--- src/rtl/qdr_cfg.svh ---
// constants of the quad converter readback slave: offsets, fields, reset values
// assumes inclusion by bare name from every design file that needs them
`ifndef QDR_CFG_SVH
`define QDR_CFG_SVH

`define QDR_OFF_CHAN0       5'h00
`define QDR_OFF_CHAN3       5'h0c
`define QDR_OFF_STATUS      5'h10
`define QDR_CHAN_RESET      14'h0000
`define QDR_ADDR_PREFIX     5'h13
`define QDR_BITS_PER_BYTE   4'h8
`define QDR_LAST_BIT        3'h7
`define QDR_BYTES_SHORT     2'h2
`define QDR_BYTES_LONG      2'h3
`define QDR_PROD_IDLE       2'h3
`define QDR_PD_FILL         6'h3f
`define QDR_LOW_FILL        4'h0
`define QDR_IDLE_BYTE       8'hff
`define QDR_CTRL_FMT_BIT    0
`define QDR_CTRL_SEL_LSB    1
`define QDR_STAT_ACTIVE_BIT 8

`endif

--- src/rtl/qdr_pkg.sv ---
// types shared by the readback slave
// assumes nothing beyond a SystemVerilog compiler
package qdr_pkg;
   typedef enum logic [3:0] {
      QDR_IDLE, QDR_ADDR, QDR_ACK_ADDR, QDR_CTRL, QDR_ACK_CTRL,
      QDR_WAIT, QDR_TX, QDR_MACK, QDR_DONE
   } qdr_state_t;
   typedef enum logic [1:0] {
      QDR_KIND_PD, QDR_KIND_HI, QDR_KIND_LO, QDR_KIND_NONE
   } qdr_kind_t;
endpackage

--- src/rtl/qdr_sync.sv ---
// two-flop synchroniser, one per bit
// assumes its inputs come from outside the clk domain
`timescale 1ns/100ps
`default_nettype none
module qdr_sync #(
   parameter int WIDTH = 4
) (
   input  wire logic             clk,   // system clock
   input  wire logic             rst,   // async reset, high
   input  wire logic             ce,    // clock enable
   input  wire logic [WIDTH-1:0] d,     // asynchronous inputs
   output var  logic [WIDTH-1:0] q      // synchronised outputs
);
   genvar g;
   for (g = 0; g < WIDTH; g++) begin : g_bit
      logic meta_reg;
      // meta_reg is read by the second flop only
      always_ff @(posedge clk or posedge rst) begin
         if (rst) begin
            meta_reg <= 1'b1;
            q[g]     <= 1'b1;
         end else if (ce) begin
            meta_reg <= d[g];
            q[g]     <= meta_reg;
         end
      end
   end
endmodule
`default_nettype wire

--- src/rtl/qdr_fifo2.sv ---
// small flop buffer with valid/ready on both sides and a flush
// assumes producer and consumer share clk
`timescale 1ns/100ps
`default_nettype none
module qdr_fifo2 #(
   parameter int WIDTH = 8,
   parameter int DEPTH = 2
) (
   input  wire logic             clk,       // system clock
   input  wire logic             rst,       // async reset, high
   input  wire logic             ce,        // clock enable
   input  wire logic             flush,     // drop all entries
   input  wire logic             in_valid,  // producer has a word
   output logic                  in_ready,  // room for a word
   input  wire logic [WIDTH-1:0] in_data,   // word in
   output logic                  out_valid, // word available
   input  wire logic             out_ready, // consumer takes the word
   output logic      [WIDTH-1:0] out_data   // word out
);
   localparam int AW = (DEPTH > 1) ? $clog2(DEPTH) : 1;
   logic [WIDTH-1:0] mem_reg [DEPTH];
   logic [AW-1:0]    wr_ptr_reg;
   logic [AW-1:0]    rd_ptr_reg;
   logic [AW:0]      count_reg;
   wire              do_push = in_valid && in_ready;
   wire              do_pop  = out_valid && out_ready;
   wire  [AW-1:0]    wr_ptr_next = (wr_ptr_reg == AW'(DEPTH - 1)) ? '0 : wr_ptr_reg + 1'b1;
   wire  [AW-1:0]    rd_ptr_next = (rd_ptr_reg == AW'(DEPTH - 1)) ? '0 : rd_ptr_reg + 1'b1;

   assign in_ready  = (count_reg != (AW + 1)'(DEPTH));
   assign out_valid = (count_reg != '0);
   assign out_data  = mem_reg[rd_ptr_reg];

   always_ff @(posedge clk or posedge rst) begin
      if (rst) begin
         wr_ptr_reg <= '0;
         rd_ptr_reg <= '0;
         count_reg  <= '0;
      end else if (ce) begin
         if (flush) begin
            wr_ptr_reg <= '0;
            rd_ptr_reg <= '0;
            count_reg  <= '0;
         end else begin
            if (do_push) wr_ptr_reg <= wr_ptr_next;
            if (do_pop) rd_ptr_reg <= rd_ptr_next;
            count_reg <= count_reg + (AW + 1)'(do_push) - (AW + 1)'(do_pop);
         end
      end
   end

   // storage has no reset; entries are only read after being written
   always_ff @(posedge clk) begin
      if (ce && do_push && !flush) mem_reg[wr_ptr_reg] <= in_data;
   end
endmodule
`default_nettype wire

--- src/rtl/qdr_readback.sv ---
// i2c slave-transmitter readback path of a quad channel converter
// assumes scl and sda arrive asynchronously and that scl is far slower than clk_sys
// Contract
// - acknowledge own address by pulling sda
// - control byte received and acknowledged
// - ack read address, then transmit data
// - channel select bits pick returned channel
// - format zero returns high, then low
// - format one prepends power-down byte
// - high byte holds data bits 11..4
// - low byte holds data bits 3..0 high
// - power-down byte: code bits, six ones
// - channel registers fourteen bits wide
// - reset clears every channel register
`include "qdr_cfg.svh"
`timescale 1ns/100ps
`default_nettype none
module qdr_readback (
   input  wire logic        CLK_SYS,     // system clock, 50 MHz
   input  wire logic        RST,         // async reset, high
   input  wire logic        CE,          // clock enable, freezes all state when low
   input  wire logic        SCL_I,       // i2c clock pin level
   input  wire logic        SDA_I,       // i2c data pin level
   output logic             SDA_O,       // i2c data drive value, always low
   output logic             SDA_OE,      // high while pulling sda low
   input  wire logic        ADDR_PIN_HI, // upper address strap
   input  wire logic        ADDR_PIN_LO, // lower address strap
   input  wire logic [4:0]  REG_ADDR,    // register byte address
   input  wire logic [31:0] REG_WDATA,   // register write data
   input  wire logic        REG_WR,      // write strobe
   input  wire logic        REG_RD,      // read strobe
   output logic      [31:0] REG_RDATA    // read data, cycle after strobe
);
   logic [3:0]          pins_s;
   logic                scl_s, sda_s, addr_hi_s, addr_lo_s;
   logic                scl_d_reg, sda_d_reg;
   qdr_pkg::qdr_state_t state_reg, state_next;
   logic [3:0]          bit_cnt_reg, bit_cnt_next;
   logic [7:0]          rx_shift_reg, rx_shift_next;
   logic [7:0]          ctrl_reg, ctrl_next;
   logic [7:0]          tx_shift_reg, tx_shift_next;
   logic [1:0]          tx_cnt_reg, tx_cnt_next;
   logic                ack_reg, ack_next;
   logic                sda_oe_reg, sda_oe_next;
   logic [13:0]         snap_reg;
   logic [1:0]          prod_idx_reg;
   logic [13:0]         chan_reg [4];
   logic [31:0]         rdata_reg;
   logic                fifo_flush, fifo_pop, load_snap;
   logic                fifo_in_ready, fifo_out_valid;
   logic [7:0]          fifo_out_data;

   qdr_sync #(.WIDTH(4)) u_sync (
      .clk (CLK_SYS),
      .rst (RST),
      .ce  (CE),
      .d   ({SCL_I, SDA_I, ADDR_PIN_HI, ADDR_PIN_LO}),
      .q   (pins_s)
   );
   assign {scl_s, sda_s, addr_hi_s, addr_lo_s} = pins_s;

   // line events, from synchronised levels only
   wire scl_rise  = scl_s && !scl_d_reg;
   wire scl_fall  = !scl_s && scl_d_reg;
   wire start_det = scl_s && scl_d_reg && sda_d_reg && !sda_s;
   wire stop_det  = scl_s && scl_d_reg && !sda_d_reg && sda_s;
   wire byte_full = (bit_cnt_reg == `QDR_BITS_PER_BYTE);
   wire addr_match = (rx_shift_reg[7:1] == {`QDR_ADDR_PREFIX, addr_hi_s, addr_lo_s});
   wire rw_read    = rx_shift_reg[0];
   wire fmt_long   = ctrl_reg[`QDR_CTRL_FMT_BIT];
   wire [1:0] chan_sel   = ctrl_reg[`QDR_CTRL_SEL_LSB +: 2];
   wire [1:0] byte_total = fmt_long ? `QDR_BYTES_LONG : `QDR_BYTES_SHORT;
   wire [13:0] chan_mux  = chan_reg[chan_sel];

   // byte producer: fills the buffer from the channel snapshot
   wire [1:0] kind_idx  = prod_idx_reg + (fmt_long ? 2'h0 : 2'h1);
   qdr_pkg::qdr_kind_t push_kind;
   assign push_kind = qdr_pkg::qdr_kind_t'(kind_idx);
   wire       push_valid = (prod_idx_reg < byte_total) && !load_snap;
   wire [7:0] pd_byte = {snap_reg[13:12], `QDR_PD_FILL};
   wire [7:0] hi_byte = snap_reg[11:4];
   wire [7:0] lo_byte = {snap_reg[3:0], `QDR_LOW_FILL};
   wire [7:0] push_data = (push_kind == qdr_pkg::QDR_KIND_PD) ? pd_byte :
                          (push_kind == qdr_pkg::QDR_KIND_HI) ? hi_byte : lo_byte;
   wire       push_go = push_valid && fifo_in_ready;
   wire [7:0] next_byte = fifo_out_valid ? fifo_out_data : `QDR_IDLE_BYTE;

   qdr_fifo2 #(.WIDTH(8), .DEPTH(2)) u_fifo (
      .clk       (CLK_SYS),
      .rst       (RST),
      .ce        (CE),
      .flush     (fifo_flush),
      .in_valid  (push_valid),
      .in_ready  (fifo_in_ready),
      .in_data   (push_data),
      .out_valid (fifo_out_valid),
      .out_ready (fifo_pop),
      .out_data  (fifo_out_data)
   );

   always_comb begin
      state_next    = state_reg;
      bit_cnt_next  = bit_cnt_reg;
      rx_shift_next = rx_shift_reg;
      ctrl_next     = ctrl_reg;
      tx_shift_next = tx_shift_reg;
      tx_cnt_next   = tx_cnt_reg;
      ack_next      = ack_reg;
      sda_oe_next   = sda_oe_reg;
      fifo_flush    = 1'b0;
      fifo_pop      = 1'b0;
      load_snap     = 1'b0;
      // a start or stop aborts whatever is in flight, even our own transmission
      if (start_det) begin
         state_next   = qdr_pkg::QDR_ADDR;
         bit_cnt_next = 4'h0;
         sda_oe_next  = 1'b0;
         fifo_flush   = 1'b1;
      end else if (stop_det) begin
         state_next  = qdr_pkg::QDR_IDLE;
         sda_oe_next = 1'b0;
         fifo_flush  = 1'b1;
      end else begin
         unique case (state_reg)
            qdr_pkg::QDR_IDLE, qdr_pkg::QDR_WAIT: begin
            end
            qdr_pkg::QDR_ADDR, qdr_pkg::QDR_CTRL: begin
               if (scl_rise && !byte_full) begin
                  rx_shift_next = {rx_shift_reg[6:0], sda_s};
                  bit_cnt_next  = bit_cnt_reg + 4'h1;
               end else if (scl_fall && byte_full) begin
                  bit_cnt_next = 4'h0;
                  if (state_reg == qdr_pkg::QDR_CTRL) begin
                     ctrl_next   = rx_shift_reg;
                     sda_oe_next = 1'b1;
                     state_next  = qdr_pkg::QDR_ACK_CTRL;
                  end else if (addr_match) begin
                     sda_oe_next = 1'b1;
                     state_next  = qdr_pkg::QDR_ACK_ADDR;
                     load_snap   = rw_read;
                  end else begin
                     state_next = qdr_pkg::QDR_IDLE;
                  end
               end
            end
            qdr_pkg::QDR_ACK_ADDR: begin
               if (scl_fall) begin
                  if (rw_read) begin
                     // take over sda with the first byte
                     fifo_pop      = 1'b1;
                     tx_shift_next = next_byte;
                     sda_oe_next   = !next_byte[7];
                     tx_cnt_next   = 2'h1;
                     state_next    = qdr_pkg::QDR_TX;
                  end else begin
                     sda_oe_next = 1'b0;
                     state_next  = qdr_pkg::QDR_CTRL;
                  end
               end
            end
            qdr_pkg::QDR_ACK_CTRL: begin
               // trailing write data is not part of this path and is ignored
               if (scl_fall) begin
                  sda_oe_next = 1'b0;
                  state_next  = qdr_pkg::QDR_WAIT;
               end
            end
            qdr_pkg::QDR_TX: begin
               if (scl_fall) begin
                  if (bit_cnt_reg[2:0] == `QDR_LAST_BIT) begin
                     sda_oe_next  = 1'b0;
                     bit_cnt_next = 4'h0;
                     ack_next     = 1'b0;
                     state_next   = qdr_pkg::QDR_MACK;
                  end else begin
                     tx_shift_next = {tx_shift_reg[6:0], 1'b1};
                     sda_oe_next   = !tx_shift_reg[6];
                     bit_cnt_next  = bit_cnt_reg + 4'h1;
                  end
               end
            end
            qdr_pkg::QDR_MACK: begin
               if (scl_rise) begin
                  ack_next = !sda_s;
               end else if (scl_fall) begin
                  if (ack_reg && (tx_cnt_reg < byte_total)) begin
                     fifo_pop      = 1'b1;
                     tx_shift_next = next_byte;
                     sda_oe_next   = !next_byte[7];
                     tx_cnt_next   = tx_cnt_reg + 2'h1;
                     state_next    = qdr_pkg::QDR_TX;
                  end else begin
                     // nack or surplus ack: bus stays released
                     state_next = qdr_pkg::QDR_DONE;
                  end
               end
            end
            qdr_pkg::QDR_DONE: begin
               sda_oe_next = 1'b0;                 // wait for restart or stop
            end
         endcase
      end
   end

   always_ff @(posedge CLK_SYS or posedge RST) begin
      if (RST) begin
         scl_d_reg    <= 1'b1;
         sda_d_reg    <= 1'b1;
         state_reg    <= qdr_pkg::QDR_IDLE;
         bit_cnt_reg  <= 4'h0;
         rx_shift_reg <= 8'h00;
         ctrl_reg     <= 8'h00;
         tx_shift_reg <= 8'hff;
         tx_cnt_reg   <= 2'h0;
         ack_reg      <= 1'b0;
         sda_oe_reg   <= 1'b0;
      end else if (CE) begin
         scl_d_reg    <= scl_s;
         sda_d_reg    <= sda_s;
         state_reg    <= state_next;
         bit_cnt_reg  <= bit_cnt_next;
         rx_shift_reg <= rx_shift_next;
         ctrl_reg     <= ctrl_next;
         tx_shift_reg <= tx_shift_next;
         tx_cnt_reg   <= tx_cnt_next;
         ack_reg      <= ack_next;
         sda_oe_reg   <= sda_oe_next;
      end
   end

   // snapshot keeps a read coherent if software rewrites the channel mid-read
   always_ff @(posedge CLK_SYS or posedge RST) begin
      if (RST) begin
         snap_reg     <= `QDR_CHAN_RESET;
         prod_idx_reg <= `QDR_PROD_IDLE;
      end else if (CE) begin
         if (load_snap) begin
            snap_reg     <= chan_mux;
            prod_idx_reg <= 2'h0;
         end else if (fifo_flush) begin
            prod_idx_reg <= `QDR_PROD_IDLE;
         end else if (push_go) begin
            prod_idx_reg <= prod_idx_reg + 2'h1;
         end
      end
   end

   // register port: four channel words, then a read-only status word
   wire chan_hit = (REG_ADDR <= `QDR_OFF_CHAN3) && (REG_ADDR[1:0] == 2'h0);
   wire stat_hit = (REG_ADDR == `QDR_OFF_STATUS);
   wire tx_active = (state_reg == qdr_pkg::QDR_TX) || (state_reg == qdr_pkg::QDR_MACK);
   wire [31:0] stat_word = {23'h000000, tx_active, ctrl_reg};
   wire [31:0] rd_mux = chan_hit ? {18'h00000, chan_reg[REG_ADDR[3:2]]} :
                        stat_hit ? stat_word : 32'h00000000;

   genvar g;
   for (g = 0; g < 4; g++) begin : g_chan
      wire chan_we = REG_WR && chan_hit && (REG_ADDR[3:2] == 2'(g));
      always_ff @(posedge CLK_SYS or posedge RST) begin
         if (RST) chan_reg[g] <= `QDR_CHAN_RESET;
         else if (CE && chan_we) chan_reg[g] <= REG_WDATA[13:0];
      end
   end

   always_ff @(posedge CLK_SYS or posedge RST) begin
      if (RST) rdata_reg <= 32'h00000000;
      else if (CE) rdata_reg <= REG_RD ? rd_mux : 32'h00000000;
   end

   assign REG_RDATA = rdata_reg;
   assign SDA_O     = 1'b0;
   assign SDA_OE    = sda_oe_reg;

   // checks
   logic seen_wr_reg;
   always_ff @(posedge CLK_SYS or posedge RST) begin
      if (RST) seen_wr_reg <= 1'b0;
      else if (CE && REG_WR) seen_wr_reg <= 1'b1;
   end
endmodule
`default_nettype wire

--- config.mk ---
export PLATFORM = sky130hd
export DESIGN_NAME = qdr_readback
export DESIGN_NICKNAME = d
export VERILOG_FILES = /design/src/rtl/qdr_pkg.sv /design/src/rtl/qdr_sync.sv /design/src/rtl/qdr_fifo2.sv /design/src/rtl/qdr_readback.sv
export VERILOG_INCLUDE_DIRS = /design/src /design/src/rtl
export SDC_FILE = /design/constraint.sdc
export NUM_CORES = 1
export LEC_CHECK = 0
export ABC_AREA = 1
export BUFFER_PORTS_ARGS = -buffer_cell sky130_fd_sc_hd__buf_4
export CORE_MARGIN = 2
export CORE_UTILIZATION = 35
export DETAILED_ROUTE_END_ITERATION = 8
export PLACE_DENSITY = 0.57
export SYNTH_ARGS = -nofsm -noshare
export SYNTH_HDL_FRONTEND = slang
export SYNTH_SLANG_ARGS = --single-unit
--- constraint.sdc ---
create_clock -name CLK_SYS -period 5.9 [get_ports CLK_SYS]
set_input_delay 1.77 -clock CLK_SYS [delete_from_list [all_inputs] [get_ports CLK_SYS]]
set_output_delay 1.77 -clock CLK_SYS [all_outputs]
set_load 0.005 [all_outputs]
==> out/results.ini, run 1 <==
[run_status]
status = finished, final reports clean

[synthesis]
synth_ff_type = dfrtp_1
synth_edf_count = 16
synth_top_area_cell = dfrtp_1
synth_cells = 930
yosys-top-cells-area = dfrtp_1 (38%), nand2_1 (11%), o21ai_0 (9.4%)
syn-cell-area_um2 = 7600
async_flop_share_pct = 89.4
synth_top_area_share_pct = 38.2
syn_area_per_cell_um2 = 8.17
yosysWarnings = 0
synth-seq-cells = 151
yosysSeqAreaShare_pct = 51.1
yosysUniqueCellTypes = 47

[critical_path]
crit_path_start_kind = input pin
cp.arrival_ns = 3.76
worstSetupPathType = input pin to flop
critPathMaxFanout = 28
endpoint_kind = flop
cp_cell_sequence = buf_4, nor2_1, inv_1, nor2_1, inv_1, nor2_1, nand3_1, o21ai_0
crit_top_cell = nor2_1
required_ns = 6.22
crit_family = simple AND/OR/NAND/NOR gates
slowest_delay_ns = 0.81
cp_slowest_cell = nand3_1
cp_num_buf_inv = 3

[cts]
clockBufferDepth = 2
cts_hold_buf = 0
clock-sinks = 151
htreeDepth = 4
clock_latency_ns = 0.43
cts_setup_buffers = 0
cts_buffers = 17
clk_pin_slew_ns = 0.07
cts_resized = 0
cts_tree = built
cts-root-buf = clkbuf_16

[cells_and_area]
drive_gt1_share_pct = 13.1
largest_reg_flops = 56
nets = 1014
n_antenna_cell = 0
final_common_cell = nand2_1
layout_common_cells = nand2_1 (224), o21ai_0 (142), dfrtp_1 (116)
regArea_um2 = 3880
multi_input_area_um2 = 3040
fillers = 2124
areaGrowthSynthToFinish_pct = 14.2

[placed_design]
portBuffers = 42
place_hpwl_um = 12400
finalWeightedCongestion = 0.840

[timing]
setup_viol = 0
fin_crit_ns = 3.44
fin_setup_tns_ns = 0
tightest_slew_ns = 1.07
hold_viol = 0
maxSlewHeadroom_pct = 28.6
max_freq_ghz = 0.291
period_share_pct = 58.3
rsz0062_at_grt = false
fin_worst_skew_ns = 0.0115
slew_violations = 0

[floorplan]
dieArea_um2 = 22900
coreArea_um2 = 21200
die_w_um = 151
fp.dieH_um = 151
initial_core_util_pct = 35.9
rows = 53
ios = 80

[grt]
busiest_layer = met2
first_global_vias = 5724
use_met2_pct = 27.3
grtUsageTotal_pct = 17.1
grt_pass1_wl_um = 30200
grt_util_met3_pct = 2.71
use_met1_pct = 24.0
overflow = 0
grt_max_degree = 107
antenna_found_initial = 0

[route]
wl_um = 18400
num_vias = 6132
drc = 0
drt_first_iter_violations = 506
wl_per_cell_um = 14.7
vias_per_cell = 4.91
drt-pass1-iter-count = 5
drtAntennaViolNets = 0

[pwr]
ir_drop_uv = 248
power_w = 0.00303
p_leak_nw = 4.10
power_per_cell_area_nw_per_um2 = 350

[worst_hold_path]
hold_class = flop to flop

[run]
cap_violations = 0

-- power by group --
group	switching, W	total (W)	internal (W)
Clock	0.000488	0.00114	0.000655
Combinational	0.000348	0.000537	0.000189
Sequential	0.000100	0.00135	0.00125
Total	0.000937	0.00303	0.00210
-- logic make-up after synthesis --
| logic type | Yosys count | share of synthesized area [%] |
|---|---|---|
| compound gates | 235 | 17.2 |
| other cells | 1 | 0.0494 |
| simple gates | 359 | 20.1 |
| xor+xnor | 5 | 0.576 |
| buf+inv | 172 | 9.80 |
| fa+ha+maj | 7 | 1.15 |
| flops | 151 | 51.1 |
-- metrics by stage --
| stage | area [um2] | cells | setup WS [ns] | hold slack (ns) | util [%] |
|---|---|---|---|---|---|
| 2_1_floorplan | 7660 | 948 | 0.550 | 0.444 | - |
| 3_3_place_gp | 8060 | 1217 | 1.99 | 0.455 | 38.1 |
| 3_5_place_dp | 8060 | 1217 | 2.00 | 0.460 | 38.1 |
| 4_1_cts | 8670 | 1249 | 2.44 | 0.470 | 41.0 |
| 5_1_grt | 8670 | 1249 | 2.25 | 0.478 | 41.0 |
| 6_report | 8670 | 1249 | 2.46 | 0.465 | 41.0 |
-- cells in the mapped netlist (10+ instances only) --
library cell and instances:
nand2_1 224, o21ai_0 142, dfrtp_1 116, inv_1 109, nor2_1 63, nand3_1 32
o22ai_1 27, clkbuf_1 21, a21oi_1 20, buf_4 20, dfstp_2 19, edfxtp_1 16
o21ai_1 13, inv_2 10
-- tightest hold or removal path: stages (launching register included) --
cell and delay [ns]:
dfstp_2 0.37, nand2_1 0.05, nand2_1 0.04
-- final cells by class --
| cell class | instances | share of cell area (%) |
|---|---|---|
| Clock inverter | 14 | 1.99 |
| Inverter | 121 | 5.30 |
| Sequential cell | 151 | 44.8 |
| Multi-Input combinational cell | 625 | 35.0 |
| Timing Repair Buffer | 45 | 3.90 |
| Tap cell | 275 | 3.97 |
| Clock buffer | 18 | 5.06 |
-- layer usage --
metal  share of wire [%]  wire length (um)  vias to the layer above
li1                    -                 -                     3077
met1                  49              8940                     2904
met2                  47              8580                      133
met3                 3.6               657                       18
met4                 1.1               196                        0
met5                   0                 0                        -
-- path summary, 6_finish.rpt --
kind                                          start                       end  slack [ns]  cells after the start
setup reg to reg                       state_reg[3]       u_fifo.count_reg[1]        3.47                     11
hold / removal             u_sync.g_bit[3].meta_reg  u_sync.g_bit[3].meta_reg        0.46                      2
max in group asynchronous                       RST               chan_reg[4]        3.36                      3
hold reg to reg            u_sync.g_bit[3].meta_reg  u_sync.g_bit[3].meta_reg        0.46                      2
setup / recovery                        REG_ADDR[1]              chan_reg[13]        2.46                      8
min in group asynchronous                       RST               ctrl_reg[4]        1.57                      2
No activity file was read; power rests on OpenSTA's default activity.
==> run 2, diff against run 1 <==
--- a/config.mk
+++ b/config.mk
@@ -6,7 +6,7 @@
 export SDC_FILE = /design/constraint.sdc
 export NUM_CORES = 1
 export LEC_CHECK = 0
-export ABC_AREA = 1
+export ABC_AREA = 0
 export BUFFER_PORTS_ARGS = -buffer_cell sky130_fd_sc_hd__buf_4
 export CORE_MARGIN = 2
 export CORE_UTILIZATION = 35
==> constraint.sdc (replaced) <==
create_clock -name CLK_SYS -period 3.2 [get_ports CLK_SYS]
set_input_delay 0.96 -clock CLK_SYS [delete_from_list [all_inputs] [get_ports CLK_SYS]]
set_output_delay 0.96 -clock CLK_SYS [all_outputs]
set_load 0.005 [all_outputs]
==> out/results.ini, run 2 <==
[run_status]
status = finished, final reports clean

[cts]
clock-sinks = 151  ; unchanged
cts_tree = built
cts_resized = 0  ; unchanged
clockBufferDepth = 2  ; unchanged
cts_hold_buf = 0  ; unchanged
cts_buffers = 17  ; unchanged
htreeDepth = 4  ; unchanged
cts-root-buf = clkbuf_16
cts_setup_buffers = 0  ; unchanged
clock_latency_ns = 0.42  ; about the same
clk_pin_slew_ns = 0.06  ; about the same

[placed_design]
place_hpwl_um = 11900  ; -3.9%
portBuffers = 42  ; unchanged
pre_cts_slack_ns = 0.592  ; -1.40 ns
finalWeightedCongestion = 0.814  ; -3.0%
placed_cells = 908  ; -25%

[floorplan]
initial_core_util_pct = 35.4  ; -0.53 points
dieArea_um2 = 23100  ; +0.97%
rows = 54  ; +1.9%
ios = 80  ; unchanged
fp.dieH_um = 152  ; +0.49%
coreArea_um2 = 21700  ; +2.5%
die_w_um = 152  ; +0.49%

[timing]
layout_setup_ws_ns = 0.565  ; -1.89 ns
fin_worst_skew_ns = 0.0126  ; +0.00111 ns
tightest_slew_ns = 0.866  ; -0.201 ns
rsz0062_at_grt = false
hold_viol = 0  ; unchanged
fin_setup_tns_ns = 0  ; unchanged
maxSlewHeadroom_pct = 42.2  ; +14 points
setup_viol = 0  ; unchanged
slew_violations = 0  ; unchanged
max_freq_ghz = 0.380
period_share_pct = 82.3
fin_crit_ns = 2.64

[route]
num_vias = 4993  ; -19%
drc = 0  ; unchanged
drtAntennaViolNets = 0  ; unchanged
drt-pass1-iter-count = 4  ; -1
vias_per_cell = 5.32  ; +8.3%
wl_per_cell_um = 17.9  ; +22%
wl_um = 16800  ; -8.6%
drt_first_iter_violations = 384  ; -24%

[critical_path]
required_ns = 3.50  ; -2.72 ns
slowest_delay_ns = 0.79  ; -0.02 ns
cp_cell_sequence = and4b_1, o211ai_1, a211o_1, inv_1, ha_1, inv_1, ha_1, xor2_1, o21ai_0, nand2_1, o21ai_0
worstSetupPathType = flop to flop
crit_family = flip-flops
endpoint_kind = flop
crit_start = state_reg[0]
reg2reg_depth = 11  ; unchanged
cp_num_buf_inv = 2  ; -1
rr_startpoint = state_reg[0]
r2r_setup_slack_ns = 0.56  ; -2.91 ns
rr_endpoint = u_fifo.count_reg[1]
cp.arrival_ns = 2.93  ; -0.83 ns
crit_path_start_kind = flop
critPathCapture = u_fifo.count_reg[1]
cp.depth = 11  ; +3
cp_slowest_cell = dfrtp_1
critPathMaxFanout = 23  ; -18%

[synthesis]
syn_area_per_cell_um2 = 12.8  ; +57%
yosysWarnings = 0  ; unchanged
synth_top_area_cell = dfrtp_1
synth_top_area_share_pct = 37.8  ; -0.38 points
synthTopCellsByCount = dfrtp_1 (116), mux2_2 (106), inv_1 (31), o21ai_0 (31), mux4_2 (28)
syn-cell-area_um2 = 7670  ; +1.0%
async_flop_share_pct = 89.4  ; unchanged
synth_ff_type = dfrtp_1
yosysSeqAreaShare_pct = 50.6  ; -0.51 points
yosysMostFrequentCell = dfrtp_1
synth_edf_count = 16  ; unchanged
synth-seq-cells = 151  ; unchanged
synth_cells = 600  ; -35%
yosysUniqueCellTypes = 64  ; +36%
yosys-top-cells-area = dfrtp_1 (38%), mux2_2 (16%), mux4_2 (8.2%)

[cells_and_area]
fillers = 2031  ; -4.4%
drive_gt1_share_pct = 39.2  ; +26 points
n_antenna_cell = 0  ; unchanged
largest_reg_flops = 56  ; unchanged
utilization_pct = 40.8  ; -0.16 points
areaGrowthSynthToFinish_pct = 15.4
final_common_cell = dfrtp_1
nets = 700  ; -31%
layout_common_cells = dfrtp_1 (116), mux2_2 (106), buf_4 (61)
layout.cells.non_filler = 939  ; -25%

[grt]
antenna_found_initial = 0  ; unchanged
overflow = 0  ; unchanged
first_global_vias = 5252  ; -8.2%
grt_pass1_wl_um = 27900  ; -7.5%
grtUsageTotal_pct = 15.1  ; -2.0 points
grt_max_degree = 49  ; -54%

[pwr]
power_w = 0.00582  ; +92%
ir_drop_uv = 411  ; +66%
p_leak_nw = 3.86  ; -5.7%
power_per_cell_area_nw_per_um2 = 657  ; +88%

[run]
cap_violations = 0  ; unchanged

[worst_hold_path]
hold_class = flop to flop

[run 2: layer usage]
metal,vias to the layer above,global-route usage (%),share of wire (%)
met5,-,0,0
met4,0,4.85,1.5
met3,24,3.42,4.2
met2,130,25.1,49
met1,2547,19.7,45
li1,2292,-,-
[run 2: cell type report]
class,instances,area (um2),share of cell area [%]
flip-flops and latches,151,3880,43.8
clock buffers,17,425,4.80
clock inverters,14,139,1.57
well taps,280,350,3.96
multi-input cells,383,3440,38.9
inverters,31,120,1.36
repair buffers,63,498,5.62
[run 2: worst min-delay path by stage]
stage,from,to,slack (ns),cells past startpoint
after floorplan,u_fifo.wr_ptr_reg,u_fifo.wr_ptr_reg,0.47,1
after global placement,u_fifo.wr_ptr_reg,u_fifo.wr_ptr_reg,0.48,1
after detailed placement,u_fifo.wr_ptr_reg,u_fifo.wr_ptr_reg,0.50,1
after CTS,u_fifo.wr_ptr_reg,u_fifo.wr_ptr_reg,0.51,1
after global routing,u_fifo.wr_ptr_reg,u_fifo.wr_ptr_reg,0.52,1
final,u_fifo.wr_ptr_reg,u_fifo.wr_ptr_reg,0.51,1
[run 2: worst reg2reg max path, delay by kind of cell, from the launching register on]
kind | cells | cell delay [ns]
XOR/XNOR | 1 | 0.17
AO/OA/AOI/OAI | 4 | 0.61
flip-flops | 1 | 0.79
AND/OR/NAND/NOR | 2 | 0.44
buffers and inverters | 2 | 0.13
adder cells (fa/ha/maj) | 2 | 0.37
[run 2: logic make-up after synthesis]
| logic type | synth area share (%) |
|---|---|
| fa+ha+maj | 1.14 |
| mux | 25.3 |
| xor+xnor | 0.571 |
| other cells | 0.0489 |
| buf+inv | 5.43 |
| flops | 50.6 |
| simple gates | 8.58 |
| compound gates | 8.28 |
[run 2: report_power, final]
| group | internal [W] | total, W | switching (W) |
|---|---|---|---|
| Sequential | 0.00232 | 0.00264 | 0.000324 |
| Clock | 0.00109 | 0.00193 | 0.000846 |
| Combinational | 0.000599 | 0.00125 | 0.000646 |
[run 2: stage by stage]
step	instance area [um2]	hold WS [ns]
after floorplan	7740	0.465
after global routing	8860	0.522
after global placement	8290	0.480
after CTS	8860	0.509
after detailed placement	8290	0.497
final	8860	0.507
